## config.mk

```make
export PLATFORM = sky130hd
export DESIGN_NAME = tap_top
export DESIGN_NICKNAME = d
export VERILOG_FILES = /design/src/hw/tap_pkg.sv /design/src/hw/tap_sync3.sv /design/src/hw/tap_top.sv /design/src/hw/tap_trip_latch.sv
export SDC_FILE = /design/constraint.sdc
export NUM_CORES = 1
export LEC_CHECK = 0
export ABC_AREA = 1
export BUFFER_PORTS_ARGS = -buffer_cell sky130_fd_sc_hd__buf_2
export CORE_UTILIZATION = 54
export DETAILED_ROUTE_END_ITERATION = 12
export GPL_TIMING_DRIVEN = 0
export PLACE_DENSITY = 0.86
export SLEW_MARGIN = 20
export SYNTH_ARGS = -nofsm -noshare
export SYNTH_HDL_FRONTEND = slang
export SYNTH_SLANG_ARGS = --single-unit
```

## constraint.sdc

```tcl
create_clock -name i_clk_sys -period 3.21 [get_ports i_clk_sys]
set_clock_uncertainty 0.15 [all_clocks]
set_input_delay 0.4815 -clock i_clk_sys [delete_from_list [all_inputs] [get_ports i_clk_sys]]
set_output_delay 0.4815 -clock i_clk_sys [all_outputs]
set_load 0.005 [all_outputs]
```

## src/hw/tap_pkg.sv

```systemverilog
// constants and carriers for the trip acknowledge and test position block
//
// How it works
// - node address is written from the panel only
// - locked panel refuses changes until password matches
// - any multifunction input may select test position
// - test position allows starts, no checkback trip
// - test position masks checkback and current protections
// - trips and warnings reach panel, bus, application
// - without autoreset a trip holds until acknowledged
// - acknowledge from panel, bus or multifunction input
// - with autoreset a trip clears once cause ends
package tap_pkg;

	localparam int NTRIP = 8;
	localparam int NEV   = 4;

	localparam logic [7:0] A_CTRL  = 8'h00;
	localparam logic [7:0] A_MFUNC = 8'h04;
	localparam logic [7:0] A_ACK   = 8'h08;
	localparam logic [7:0] A_STAT  = 8'h0C;
	localparam logic [7:0] A_NODE  = 8'h10;
	localparam logic [7:0] A_PWD   = 8'h14;
	localparam logic [7:0] A_ISTAT = 8'h18;
	localparam logic [7:0] A_IEN   = 8'h1C;
	localparam logic [7:0] A_ICLR  = 8'h20;

	localparam int CTRL_AUTO = 0;
	localparam int CTRL_LOCK = 1;

	localparam int ST_TRIP = 0;
	localparam int ST_WARN = 8;
	localparam int ST_TEST = 16;
	localparam int ST_UNLK = 17;

	localparam int EV_TRIP = 0;
	localparam int EV_CLR  = 1;
	localparam int EV_REF  = 2;
	localparam int EV_TEST = 3;

	localparam logic [1:0] CTRL_RST  = 2'h0;
	localparam logic [5:0] MFUNC_RST = 6'h00;
	localparam logic [7:0] NODE_RST  = 8'h00;
	localparam logic [7:0] PWD_RST   = 8'h00;

	// bit 7 is contactor checkback, bits 1..6 depend on motor current
	localparam int         TRIP_CB      = 7;
	localparam logic [7:0] CUR_DEP_MASK = 8'h7E;

	typedef enum logic [1:0] {
		MF_NONE = 2'h0,
		MF_TEST = 2'h1,
		MF_ACK  = 2'h2
	} tap_mf_t;

	typedef struct packed {
		logic        wr;
		logic        rd;
		logic [7:0]  addr;
		logic [31:0] wdata;
	} tap_bus_t;

	typedef struct packed {
		logic       wr;
		logic       ack;
		logic [7:0] addr;
		logic [7:0] data;
	} tap_panel_t;

	// true when any input assigned to the given function is high
	function automatic logic mf_any(input logic [5:0] cfg,
		input logic [2:0] din, input tap_mf_t code);
		logic r;
		r = 1'b0;
		for (int k = 0; k < 3; k++) begin
			if (cfg[2*k +: 2] == code && din[k]) begin
				r = 1'b1;
			end
		end
		return r;
	endfunction

endpackage

```

## src/hw/tap_sync3.sv

```systemverilog
// three stage synchroniser with agreement filter for pin inputs
`timescale 1ns/1ps
module tap_sync3 (
	input  wire logic       i_clk_sys,
	input  wire logic       i_rst_b,
	input  wire logic [2:0] i_pin,
	output logic      [2:0] o_level
);
	logic [2:0] s1_q, s2_q, s3_q, lvl_q;
	logic [2:0] lvl_d;

	// a change is taken only when the second and third stages agree
	always_comb begin
		lvl_d = lvl_q;
		for (int k = 0; k < 3; k++) begin
			if (s2_q[k] == s3_q[k]) begin
				lvl_d[k] = s3_q[k];
			end
		end
	end

	always_ff @(posedge i_clk_sys or negedge i_rst_b) begin
		if (!i_rst_b) begin
			s1_q  <= 3'h0;
			s2_q  <= 3'h0;
			s3_q  <= 3'h0;
			lvl_q <= 3'h0;
		end else begin
			s1_q  <= i_pin;
			s2_q  <= s1_q;
			s3_q  <= s2_q;
			lvl_q <= lvl_d;
		end
	end

	assign o_level = lvl_q;
endmodule

```

## src/hw/tap_top.sv

```systemverilog
// trip acknowledge, test position and panel configuration control
//
// Implementation choices: strobed register access and the register addresses.
`timescale 1ns/1ps
module tap_top (
	input  wire logic                i_clk_sys,
	input  wire logic                i_rst_b,
	input  wire tap_pkg::tap_bus_t   i_bus,
	output logic              [31:0] o_rdata,
	input  wire tap_pkg::tap_panel_t i_pnl,
	input  wire logic                i_multifunction_input_zero,
	input  wire logic                i_multifunction_input_one,
	input  wire logic                i_multifunction_input_two,
	input  wire logic          [7:0] i_trip_cond,
	input  wire logic          [7:0] i_warn_cond,
	input  wire logic                i_checkback_missing,
	input  wire logic                i_start_req,
	output logic               [7:0] o_trip,
	output logic               [7:0] o_warn,
	output logic                     o_trip_any,
	output logic                     o_test_pos,
	output logic                     o_start_cmd,
	output logic               [7:0] o_node_addr,
	output logic                     o_irq
);
	import tap_pkg::*;

	logic [2:0]     mf_lvl;
	logic [7:0]     trip_w;
	logic           set_ev, clr_ev;

	logic [1:0]     ctrl_q, ctrl_d;
	logic [5:0]     mfunc_q, mfunc_d;
	logic [7:0]     node_q, node_d;
	logic [7:0]     pwd_q, pwd_d;
	logic           unlk_q, unlk_d;
	logic           refuse;
	logic           bus_wr_ctrl, pnl_ok;

	logic           test_q, test_d, test_now;
	logic           mfack_q, mfack_now, ack_now;
	logic [7:0]     cond_eff, mask;
	logic [7:0]     warn_q, warn_d;
	logic           any_q, any_d;
	logic           start_q, start_d;

	logic [NEV-1:0] istat_q, istat_d, ien_q, ien_d, ev;
	logic           irq_q, irq_d;
	logic [31:0]    rdata_q, rdata_d;

	tap_sync3 u_sync (
		.i_clk_sys (i_clk_sys),
		.i_rst_b   (i_rst_b),
		.i_pin     ({i_multifunction_input_two,
		             i_multifunction_input_one,
		             i_multifunction_input_zero}),
		.o_level   (mf_lvl)
	);

	// ---- configuration: bus and panel paths
	always_comb begin
		ctrl_d      = ctrl_q;
		mfunc_d     = mfunc_q;
		node_d      = node_q;
		pwd_d       = pwd_q;
		unlk_d      = unlk_q;
		refuse      = 1'b0;
		bus_wr_ctrl = i_bus.wr && i_bus.addr == A_CTRL;
		if (bus_wr_ctrl) begin
			ctrl_d = i_bus.wdata[1:0];
		end
		if (i_bus.wr && i_bus.addr == A_MFUNC) begin
			mfunc_d = i_bus.wdata[5:0];
		end
		if (i_bus.wr && i_bus.addr == A_PWD) begin
			pwd_d = i_bus.wdata[7:0];
		end
		// bus writes to the node address are dropped on purpose
		pnl_ok = !ctrl_q[CTRL_LOCK] || unlk_q;
		if (i_pnl.wr) begin
			if (i_pnl.addr == A_PWD) begin
				unlk_d = (i_pnl.data == pwd_q);
			end else if (!pnl_ok) begin
				refuse = 1'b1;
			end else if (i_pnl.addr == A_CTRL) begin
				ctrl_d = i_pnl.data[1:0];
			end else if (i_pnl.addr == A_MFUNC) begin
				mfunc_d = i_pnl.data[5:0];
			end else if (i_pnl.addr == A_NODE) begin
				node_d = i_pnl.data;
			end
		end
		if (!ctrl_d[CTRL_LOCK]) begin
			unlk_d = 1'b0;
		end
	end

	always_ff @(posedge i_clk_sys or negedge i_rst_b) begin
		if (!i_rst_b) begin
			ctrl_q  <= CTRL_RST;
			mfunc_q <= MFUNC_RST;
			node_q  <= NODE_RST;
			pwd_q   <= PWD_RST;
			unlk_q  <= 1'b0;
		end else begin
			ctrl_q  <= ctrl_d;
			mfunc_q <= mfunc_d;
			node_q  <= node_d;
			pwd_q   <= pwd_d;
			unlk_q  <= unlk_d;
		end
	end

	// ---- test position, acknowledge sources and trip masking
	always_comb begin
		test_now  = mf_any(mfunc_q, mf_lvl, MF_TEST);
		test_d    = test_now;
		mfack_now = mf_any(mfunc_q, mf_lvl, MF_ACK);
		ack_now   = i_pnl.ack
		          | (i_bus.wr && i_bus.addr == A_ACK)
		          | (mfack_now & ~mfack_q);
		mask      = test_q ? CUR_DEP_MASK : 8'h00;
		cond_eff  = i_trip_cond;
		cond_eff[TRIP_CB] = i_checkback_missing;
		cond_eff  = cond_eff & ~mask;
		if (test_q) begin
			cond_eff[TRIP_CB] = 1'b0;
		end
		warn_d    = i_warn_cond & ~mask;
	end

	tap_trip_latch u_latch (
		.i_clk_sys (i_clk_sys),
		.i_rst_b   (i_rst_b),
		.i_cond    (cond_eff),
		.i_ack     (ack_now),
		.i_auto    (ctrl_q[CTRL_AUTO]),
		.o_trip    (trip_w),
		.o_set_ev  (set_ev),
		.o_clr_ev  (clr_ev)
	);

	// ---- start gating
	always_comb begin
		any_d   = |trip_w;
		start_d = i_start_req && (trip_w == 8'h00);
	end

	always_ff @(posedge i_clk_sys or negedge i_rst_b) begin
		if (!i_rst_b) begin
			test_q  <= 1'b0;
			mfack_q <= 1'b0;
			warn_q  <= 8'h00;
			any_q   <= 1'b0;
			start_q <= 1'b0;
		end else begin
			test_q  <= test_d;
			mfack_q <= mfack_now;
			warn_q  <= warn_d;
			any_q   <= any_d;
			start_q <= start_d;
		end
	end

	// ---- interrupts and read data
	always_comb begin
		ev          = '0;
		ev[EV_TRIP] = set_ev;
		ev[EV_CLR]  = clr_ev;
		ev[EV_REF]  = refuse;
		ev[EV_TEST] = test_d ^ test_q;
		ien_d       = ien_q;
		istat_d     = istat_q;
		if (i_bus.wr && i_bus.addr == A_IEN) begin
			ien_d = i_bus.wdata[NEV-1:0];
		end
		if (i_bus.wr && i_bus.addr == A_ICLR) begin
			istat_d = istat_q & ~i_bus.wdata[NEV-1:0];
		end
		// a new event in the clearing cycle survives the clear
		istat_d = istat_d | ev;
		irq_d   = |(istat_d & ien_d);
		rdata_d = 32'h0000_0000;
		if (i_bus.rd) begin
			unique case (i_bus.addr)
			A_CTRL:  rdata_d[1:0] = ctrl_q;
			A_MFUNC: rdata_d[5:0] = mfunc_q;
			A_STAT: begin
				rdata_d[ST_TRIP +: 8] = trip_w;
				rdata_d[ST_WARN +: 8] = warn_q;
				rdata_d[ST_TEST]      = test_q;
				rdata_d[ST_UNLK]      = unlk_q;
			end
			A_NODE:  rdata_d[7:0] = node_q;
			A_ISTAT: rdata_d[NEV-1:0] = istat_q;
			A_IEN:   rdata_d[NEV-1:0] = ien_q;
			default: rdata_d = 32'h0000_0000;
			endcase
		end
	end

	always_ff @(posedge i_clk_sys or negedge i_rst_b) begin
		if (!i_rst_b) begin
			istat_q <= '0;
			ien_q   <= '0;
			irq_q   <= 1'b0;
			rdata_q <= 32'h0000_0000;
		end else begin
			istat_q <= istat_d;
			ien_q   <= ien_d;
			irq_q   <= irq_d;
			rdata_q <= rdata_d;
		end
	end

	assign o_rdata     = rdata_q;
	assign o_trip      = trip_w;
	assign o_warn      = warn_q;
	assign o_trip_any  = any_q;
	assign o_test_pos  = test_q;
	assign o_start_cmd = start_q;
	assign o_node_addr = node_q;
	assign o_irq       = irq_q;
endmodule

```

## src/hw/tap_trip_latch.sv

```systemverilog
// trip latches with acknowledge and autoreset release
`timescale 1ns/1ps
module tap_trip_latch (
	input  wire logic       i_clk_sys,
	input  wire logic       i_rst_b,
	input  wire logic [7:0] i_cond,
	input  wire logic       i_ack,
	input  wire logic       i_auto,
	output logic      [7:0] o_trip,
	output logic            o_set_ev,
	output logic            o_clr_ev
);
	logic [7:0] trip_q, trip_d, rel;
	logic       set_q, set_d, clr_q, clr_d;

	always_comb begin
		// release only where the cause is gone; a live cause wins
		rel    = ~i_cond & {8{i_ack | i_auto}};
		trip_d = (trip_q & ~rel) | i_cond;
		set_d  = |(trip_d & ~trip_q);
		clr_d  = |(trip_q & ~trip_d);
	end

	always_ff @(posedge i_clk_sys or negedge i_rst_b) begin
		if (!i_rst_b) begin
			trip_q <= 8'h00;
			set_q  <= 1'b0;
			clr_q  <= 1'b0;
		end else begin
			trip_q <= trip_d;
			set_q  <= set_d;
			clr_q  <= clr_d;
		end
	end

	assign o_trip   = trip_q;
	assign o_set_ev = set_q;
	assign o_clr_ev = clr_q;
endmodule

```

==> results of run 1 <==
-- logic make-up after synthesis --
kind of cell / synth area share [%]
simple gates: 24.70
fa+ha+maj: 0.7438
flops: 53.30
other cells: 0.09288
buf+inv: 10.32
mux: 1.116
xor+xnor: 1.302
compound gates: 8.429
-- worst paths after layout --
check | startpoint | end | slack, ps
setup / recovery | unlk_q | o_node_addr[6] | 1550
hold / removal | i_multifunction_input_zero | u_sync.s1_q[0] | 90
setup reg to reg | unlk_q | o_node_addr[6] | 1550
hold reg to reg | u_sync.s1_q[1] | u_sync.s2_q[1] | 200
max in group asynchronous | i_rst_b | ien_q[3] | 1790
min in group asynchronous | i_rst_b | u_sync.s1_q[1] | 500
-- layout make-up --
type	count	share of cell area, %
buffer	21	3.272
clock buffer	10	2.588
clock inverter	6	0.9386
inverter	68	5.175
multi-input combinational	307	30.77
sequential	86	43.63
tap	99	2.511
timing repair buffer	105	11.11
-- state kept, by name, summed over array words and instances, names as in the netlist --
register and cells:
ctrl_q 2, ien_q 4, istat_q 4, mfack_q 1
mfunc_q 6, o_irq 1, o_node_addr 8, o_rdata 18
o_start_cmd 1, o_test_pos 1, o_trip_any 1, o_warn 8
pwd_q 8, u_latch.o_clr_ev 1, u_latch.o_set_ev 1, u_latch.o_trip 8
u_sync.o_level 3, u_sync.s1_q 3, u_sync.s2_q 3, u_sync.s3_q 3
unlk_q 1
-- routing by layer --
layer	up-vias	wire length, µm	track usage (%)
met5	-	0	0
met4	0	93	7.771
met3	6	443	4.198
met2	112	4624	42.73
met1	1611	4013	32.55
li1	1719	-	-
-- metrics by stage --
step                      instances  worst slack (ps)  utilization [%]
after floorplan                 482              1592                -
after global placement          684             875.3            65.15
after detailed placement        685              1255            65.46
after CTS                       702              1576            68.00
after global routing            702              1451            68.00
final                           702              1554            68.00
-- worst max-delay path, delay by kind of cell, from the launching register on --
family / cells / cell delay [ps]
and+or+nand+nor: 4 / 600
buffers and inverters: 3 / 410
DFF: 1 / 350
AOI/OAI and AO/OA: 1 / 50
-- power breakdown --
part           switching, mW  internal [mW]  leakage (nW)  total [mW]
registers             0.0678           1.17          1.08        1.24
clock network          0.387          0.288        0.0886       0.675
logic                  0.217          0.152          1.54       0.369
-- cell usage in the layout (no fill, tap or decap), types with 2 or more instances in the layout --
| master | n |
|---|---|
| clkbuf_8 | 9 |
| nand3_1 | 26 |
| a21oi_1 | 6 |
| xor2_1 | 4 |
| buf_4 | 16 |
| xnor2_1 | 2 |
| a21o_1 | 2 |
| o22ai_1 | 5 |
| nor2_2 | 9 |
| conb_1 | 14 |
| clkinv_2 | 2 |
| inv_1 | 64 |
| nand2_1 | 105 |
| nor4_1 | 2 |
| dfrtp_1 | 86 |
| nor2_1 | 53 |
| inv_2 | 3 |
| o21ai_2 | 7 |
| maj3_1 | 3 |
| buf_6 | 3 |
| nand3_2 | 2 |
| nor2_4 | 3 |
| o21ai_0 | 33 |
| nand4_1 | 8 |
| nand2_2 | 2 |
| mux2_2 | 4 |
| nor3_1 | 7 |
| buf_2 | 105 |
==> impl_metrics.env, run 1 <==
export IMPL_synthArstFlopShare_pct=100.0
export IMPL_root_buffer="clkbuf_8"
export IMPL_grt_ovfl_total=0
export IMPL_netlist_top_cells_area="dfrtp_1 53%, nand2_1 9.8%, inv_1 5.9%"
export IMPL_yosys_warnings=0
export IMPL_grt_max_degree=47
export IMPL_drt_iter0_markers=238
export IMPL_tns_ps=0
export IMPL_end_kind="flop"
export IMPL_place_area_um2=4748
export IMPL_drc=0
export IMPL_start_util_pct=55.67
export IMPL_setup_viol=0
export IMPL_crit_chain="inv_1 -> nand2_1 -> inv_1 -> nor2_2 -> nand4_2 -> buf_6 -> nand2_1 -> o21ai_2"
export IMPL_antenna_found_initial=0
export IMPL_min_period_ps=1656
export IMPL_maxCapViolations=0
export IMPL_timing_final_crit_share_pct=51.59
export IMPL_yosys_area_top_type_share_pct=53.30
export IMPL_reg2reg_depth=8
export IMPL_core_area_um2=7253
export IMPL_critical_path_class="flop to flop"
export IMPL_ys_seq_elements=86
export IMPL_power_per_cell_area_nw_per_um2=462.4
export IMPL_grt_pass1_wl_mm=14.57
export IMPL_start_kind="flop"
export IMPL_diodes=0
export IMPL_slew_limit_headroom_pct=65.09
export IMPL_postCtsHoldBufs=1
export IMPL_avgRoutedWirePerCell_um=13.07
export IMPL_clkSinkCount=86
export IMPL_worst_pin_slew_ps=523.6
export IMPL_synth_seq_area_share_pct=53.30
export IMPL_rsz0062_at_grt="false"
export IMPL_path_max_fanout=10
export IMPL_slowest_delay_ps=350
export IMPL_fin_area_um2=4932
export IMPL_whs_ps=85.33
export IMPL_htree_levels=3
export IMPL_p_total_mw=2.280
export IMPL_cts_resized=0
export IMPL_status="finished clean"
export IMPL_grt_total_usage_pct=24.91
export IMPL_drt_wl_total_mm=9.175
export IMPL_cts_buffers=9
export IMPL_irDropWorstVdd_mv=0.2572
export IMPL_hold_class="primary input to flop"
export IMPL_drive_gt1_share_pct=29.02
export IMPL_drt_first_pass_iters=4
export IMPL_vias_per_cell=4.912
export IMPL_vias=3448
export IMPL_cp_required_ps=3300
export IMPL_synthTopCellsByCount="105 x nand2_1, 86 x dfrtp_1, 64 x inv_1, 53 x nor2_1, 33 x o21ai_0"
export IMPL_multi_input_area_um2=1518
export IMPL_ios=143
export IMPL_hpwl_mm=7.260
export IMPL_clk_pin_slew_ps=90
export IMPL_synth_cells=469
export IMPL_cp_arrival_ps=1750
export IMPL_clock_path_buffers=2
export IMPL_synth_area_per_cell_um2=8.609
export IMPL_syn_to_final_growth_pct=22.16
export IMPL_cpMaxStageDelayCell="dfrtp_1"
export IMPL_synth_edf_count=0
export IMPL_clk_latency_ps=340
export IMPL_syn_area_um2=4038
export IMPL_die_h_um=88.47
export IMPL_fmax_ghz=0.6038
export IMPL_p_leak_nw=2.711
export IMPL_postRouteAntennaNets=0
export IMPL_cts_tree="yes"
export IMPL_yosys_area_top_type="dfrtp_1"
export IMPL_cts_setup_buffers=0
export IMPL_row_count=31
export IMPL_synthFlopType="dfrtp_1"
export IMPL_nNetsFinal=681
export IMPL_finalHoldViolCount=0
export IMPL_die_w_um=88.47
export IMPL_grt_pass1_vias=3235
export IMPL_yosysUniqueCellTypes=37
export IMPL_fillers=570
export IMPL_gp_congestion=0.9098
export IMPL_io_buffers=103
export IMPL_yosysMostFrequentCell="nand2_1"
export IMPL_slew_violations=0
export IMPL_min_path_cells=1
export IMPL_die_area_um2=7827
export IMPL_regArea_um2=2152
Power figures use the tool's default switching activity.
==> run 2, diff against run 1 <==
--- a/config.mk
+++ b/config.mk
@@ -7,10 +7,10 @@
 export LEC_CHECK = 0
 export ABC_AREA = 1
 export BUFFER_PORTS_ARGS = -buffer_cell sky130_fd_sc_hd__buf_2
-export CORE_UTILIZATION = 54
+export CORE_UTILIZATION = 45
 export DETAILED_ROUTE_END_ITERATION = 12
 export GPL_TIMING_DRIVEN = 0
-export PLACE_DENSITY = 0.86
+export PLACE_DENSITY = 0.76
 export SLEW_MARGIN = 20
 export SYNTH_ARGS = -nofsm -noshare
 export SYNTH_HDL_FRONTEND = slang
==> constraint.sdc (replaced) <==
create_clock -name i_clk_sys -period 1.5 [get_ports i_clk_sys]
set_clock_uncertainty 0.15 [all_clocks]
set_input_delay 0.225 -clock i_clk_sys [delete_from_list [all_inputs] [get_ports i_clk_sys]]
set_output_delay 0.225 -clock i_clk_sys [all_outputs]
set_load 0.005 [all_outputs]
==> impl_metrics.env, run 2 (synthesis gave the netlist of run 1 again) <==
export IMPL_cts_buffers=9
export IMPL_mostFrequentLayoutCell="buf_2"
export IMPL_power_per_cell_area_nw_per_um2=939.1
export IMPL_critical_path_class="flop to flop"
export IMPL_clkSinkCount=86
export IMPL_core_area_um2=8721
export IMPL_hpwl_mm=7.305
export IMPL_maxCapViolations=0
export IMPL_cpMaxStageDelayCell="dfrtp_1"
export IMPL_vias_per_cell=4.781
export IMPL_row_count=34
export IMPL_syn_to_final_growth_pct=35.67
export IMPL_preCtsSetupSlack_ps=-192.1
export IMPL_setup_slack_ps=-28.31
export IMPL_antenna_found_initial=0
export IMPL_tns_ps=-79.73
export IMPL_setup_viol=6
export IMPL_cts_tree="yes"
export IMPL_end_kind="flop"
export IMPL_timing_final_crit_share_pct=101.9
export IMPL_layout_common_cells="104 x buf_2, 98 x nand2_1, 86 x dfrtp_1, 60 x inv_1, 52 x nor2_1"
export IMPL_vias=3605
export IMPL_hold_class="primary input to flop"
export IMPL_min_path_cells=3
export IMPL_diodes=0
export IMPL_postRouteAntennaNets=0
export IMPL_io_buffers=103
export IMPL_crit_chain="nand2_2 -> inv_2 -> nor2_4 -> nand4_1 -> buf_6 -> nand2_1 -> o21ai_1"
export IMPL_drt_wl_total_mm=10.47
export IMPL_p_total_mw=5.144
export IMPL_slowest_delay_ps=420
export IMPL_die_area_um2=9356
export IMPL_start_util_pct=46.30
export IMPL_slew_limit_headroom_pct=63.35
export IMPL_irDropWorstVdd_mv=0.7021
export IMPL_drc=0
export IMPL_status="complete, but fails checks"
export IMPL_htree_levels=3
export IMPL_rsz0062_at_grt="true"
export IMPL_grt_max_degree=46
export IMPL_grt_pass1_wl_mm=16.42
export IMPL_avgRoutedWirePerCell_um=13.89
export IMPL_whs_ps=12.76
export IMPL_die_w_um=96.73
export IMPL_p_leak_nw=2.914
export IMPL_final_cells=754
export IMPL_dp_cells=694
export IMPL_drt_first_pass_iters=4
export IMPL_clk_pin_slew_ps=90
export IMPL_grt_ovfl_total=0
export IMPL_finalHoldViolCount=0
export IMPL_drt_iter0_markers=166
export IMPL_violations="negative setup slack"
export IMPL_root_buffer="clkbuf_8"
export IMPL_ios=143
export IMPL_min_period_ps=1528
export IMPL_final_util_pct=62.81
export IMPL_grt_pass1_vias=3411
export IMPL_largest_reg_flops=18
export IMPL_cp_required_ps=1600
export IMPL_clock_path_buffers=2
export IMPL_drive_gt1_share_pct=33.75
export IMPL_path_max_fanout=5
export IMPL_nNetsFinal=724
export IMPL_die_h_um=96.73
export IMPL_fin_area_um2=5478
export IMPL_place_area_um2=4760
export IMPL_slew_violations=0
export IMPL_start_kind="flop"
export IMPL_fmax_ghz=0.6543
export IMPL_worst_pin_slew_ps=549.7
export IMPL_reg2reg_depth=7
export IMPL_grt_total_usage_pct=22.22
export IMPL_clk_latency_ps=360
export IMPL_gp_congestion=0.8989
export IMPL_cp_arrival_ps=1630
==> run 2: cell types whose count changed in the layout (fill, tap and decap cells not counted), moves of 4 or more <==
| cell | change |
|---|---|
| buf_4 | +14 |
| dlygate4sd3_1 | +29 |
| inv_1 | -4 |
| inv_2 | +4 |
| nand2_1 | -7 |
| nand2_2 | +6 |
| nand3_1 | -12 |
| nand3_2 | +12 |
| o21ai_0 | -8 |
| o21ai_1 | +6 |
==> run 2: critical path, delay by kind of cell, from the launching register on <==
family	cells	cell delay (ps)
simple gates	4	510
flops	1	420
buf+inv	2	270
compound gates	1	60
==> run 2: timing repair <==
action / CTS / global route
resized for setup: 11 / 34
pin swaps: 3 / 12
endpoints found under the setup margin: 18 / 12
cloned: 1 / 1
setup buffers: 4 / 9
hold buffers: 30 / 0
hold endpoints to repair: 71 / 0
==> run 2: power by group <==
group	switching (mW)	total, mW	internal, mW
Combinational	0.548	0.994	0.446
Sequential	0.159	2.66	2.50
Clock	0.873	1.49	0.617
Total	1.58	5.14	3.56
==> run 2: cell type report <==
cell class                      count  area, µm²
Fill cell                         748       3243
Sequential cell                    86       2152
Multi-Input combinational cell    308       1652
Timing Repair Buffer              148      943.4
Inverter                           68      257.7
Buffer                             20      156.4
Tap cell                          108      135.1
Clock buffer                        9      123.9
Clock inverter                      7      57.56
==> run 2: routing by layer <==
metal | vias up | GRT usage [%] | wire length, µm
li1 | 1800 | - | -
met1 | 1688 | 29.30 | 4556
met2 | 107 | 37.16 | 5295
met3 | 10 | 4.552 | 448
met4 | 0 | 6.429 | 174
met5 | - | 0 | 0
==> run 2: worst paths after layout <==
check | startpoint | to | slack (ps)
hold reg to reg | u_sync.s1_q[2] | u_sync.s2_q[2] | 200
setup reg to reg | ctrl_q[1] | mfunc_q[1] | -30
max in group asynchronous | i_rst_b | u_latch.o_set_ev | 320
min in group asynchronous | i_rst_b | u_sync.s1_q[2] | 260
hold / removal | i_pnl[0] | ctrl_q[0] | 10
setup / recovery | ctrl_q[1] | mfunc_q[1] | -30
==> run 3, diff against run 2 <==
--- a/config.mk
+++ b/config.mk
@@ -7,6 +7,7 @@
 export LEC_CHECK = 0
 export ABC_AREA = 1
 export BUFFER_PORTS_ARGS = -buffer_cell sky130_fd_sc_hd__buf_2
+export CORE_ASPECT_RATIO = 1.25
 export CORE_UTILIZATION = 45
 export DETAILED_ROUTE_END_ITERATION = 12
 export GPL_TIMING_DRIVEN = 0
==> impl_metrics.env, run 3 (synthesis gave the netlist of run 1 again) <==
export IMPL_io_buffers=103
export IMPL_die_w_um=86.73
export IMPL_cp_arrival_ps=1660
export IMPL_mostFrequentLayoutCell="buf_2"
export IMPL_crit_chain="inv_2 -> nand2_2 -> inv_2 -> nor2_4 -> nand4_1 -> buf_4 -> nand2_2 -> o21ai_1"
export IMPL_die_area_um2=9358
export IMPL_drt_first_pass_iters=4
export IMPL_p_total_mw=5.405
export IMPL_end_kind="flop"
export IMPL_timing_final_crit_share_pct=103.7
export IMPL_worst_pin_slew_ps=501.0
export IMPL_nNetsFinal=719
export IMPL_drc=0
export IMPL_slew_limit_headroom_pct=66.60
export IMPL_clk_latency_ps=360
export IMPL_power_per_cell_area_nw_per_um2=982.6
export IMPL_slew_violations=0
export IMPL_grt_total_usage_pct=22.62
export IMPL_vias=3615
export IMPL_maxCapViolations=0
export IMPL_finalHoldViolCount=0
export IMPL_hpwl_mm=7.371
export IMPL_avgRoutedWirePerCell_um=13.38
export IMPL_p_leak_nw=2.919
export IMPL_root_buffer="clkbuf_8"
export IMPL_slowest_delay_ps=400
export IMPL_fmax_ghz=0.6430
export IMPL_core_area_um2=8701
export IMPL_syn_to_final_growth_pct=36.23
export IMPL_htree_levels=3
export IMPL_layout_common_cells="101 x buf_2, 96 x nand2_1, 86 x dfrtp_1, 60 x inv_1, 53 x nor2_1"
export IMPL_violations="negative setup slack"
export IMPL_regArea_um2=2152
export IMPL_drt_iter0_markers=188
export IMPL_path_max_fanout=3
export IMPL_cts_buffers=9
export IMPL_status="complete, but fails checks"
export IMPL_cp_required_ps=1600
export IMPL_antenna_found_initial=0
export IMPL_drt_wl_total_mm=10.16
export IMPL_cts_tree="yes"
export IMPL_diodes=0
export IMPL_start_util_pct=46.40
export IMPL_grt_max_degree=50
export IMPL_fillers=743
export IMPL_row_count=38
export IMPL_drive_gt1_share_pct=33.33
export IMPL_hold_class="primary input to flop"
export IMPL_min_period_ps=1555
export IMPL_vias_per_cell=4.763
export IMPL_clk_pin_slew_ps=80
export IMPL_start_kind="flop"
export IMPL_clkSinkCount=86
export IMPL_rsz0062_at_grt="true"
export IMPL_final_util_pct=63.22
export IMPL_multi_input_area_um2=1647
export IMPL_dp_cells=706
export IMPL_clock_path_buffers=2
export IMPL_setup_viol=7
export IMPL_postRouteAntennaNets=0
export IMPL_grt_ovfl_total=0
export IMPL_critical_path_class="flop to flop"
export IMPL_rr_startpoint="unlk_q"
export IMPL_irDropWorstVdd_mv=0.4833
export IMPL_setup_slack_ps=-55.18
export IMPL_gp_congestion=0.9293
export IMPL_die_h_um=107.9
export IMPL_final_cells=759
export IMPL_hold_path_startpoint="i_bus[5]"
export IMPL_largest_reg_flops=18
export IMPL_startpoint="unlk_q"
export IMPL_ios=143
export IMPL_grt_pass1_vias=3494
export IMPL_cpMaxStageDelayCell="dfrtp_1"
export IMPL_grt_pass1_wl_mm=15.88
==> run 3: area by class of cell <==
| class | count | area share [%] |
|---|---|---|
| Inverter | 68 | 4.686 |
| Multi-Input combinational cell | 307 | 29.94 |
| Clock buffer | 11 | 2.571 |
| Clock inverter | 3 | 1.251 |
| Tap cell | 120 | 2.730 |
| Buffer | 21 | 3.048 |
| Timing Repair Buffer | 143 | 16.65 |
| Sequential cell | 86 | 39.13 |
==> run 3: report_power, final <==
part | leakage (nW) | internal, mW | switching, mW
Combinational | 1.73 | 0.448 | 0.551
Sequential | 1.08 | 2.50 | 0.152
Clock | 0.106 | 0.972 | 0.780
==> run 3: routing by layer <==
metal	vias up	share of wire, %	track usage, %
li1	1787	-	-
met1	1684	40	26.08
met2	125	53	39.97
met3	19	4.1	3.528
met4	0	2.9	12.38
met5	-	0	0
==> run 3: what timing repair did <==
item / CTS / global route
cloned: 1 / 0
setup endpoints to repair: 18 / 18
gates resized for setup: 18 / 34
hold endpoints to repair: 64 / 0
hold buffers: 28 / 0
setup buffers: 11 / 2
pin swaps: 8 / 13
==> run 3: final timing paths <==
path	to	slack [ps]	cells past startpoint
max reg2reg	mfunc_q[0]	-60	8
min in group asynchronous	pwd_q[7]	230	2
min	pwd_q[5]	10	3
min reg2reg	u_sync.s2_q[2]	200	0
max in group asynchronous	u_latch.o_clr_ev	370	3
max	mfunc_q[0]	-60	8
==> run 3: stage by stage <==
stage | hold WS [ps] | cell area (µm²) | setup slack (ps) | setup TNS [ps]
after floorplan | -220.6 | 4086 | 111.1 | 0
after global placement | 183.4 | 4752 | -596.5 | -53690
after detailed placement | 75.00 | 4782 | -197.9 | -3930
after CTS | 1.874 | 5414 | -8.589 | -8.589
after global routing | 21.10 | 5500 | -93.88 | -606.5
final | 12.12 | 5500 | -55.18 | -285.9
==> run 3: critical path, delay by kind of cell, from the launching register on <==
family,cells,cell delay [ps]
flops,1,400
compound gates,1,60
buf+inv,3,360
simple gates,4,490
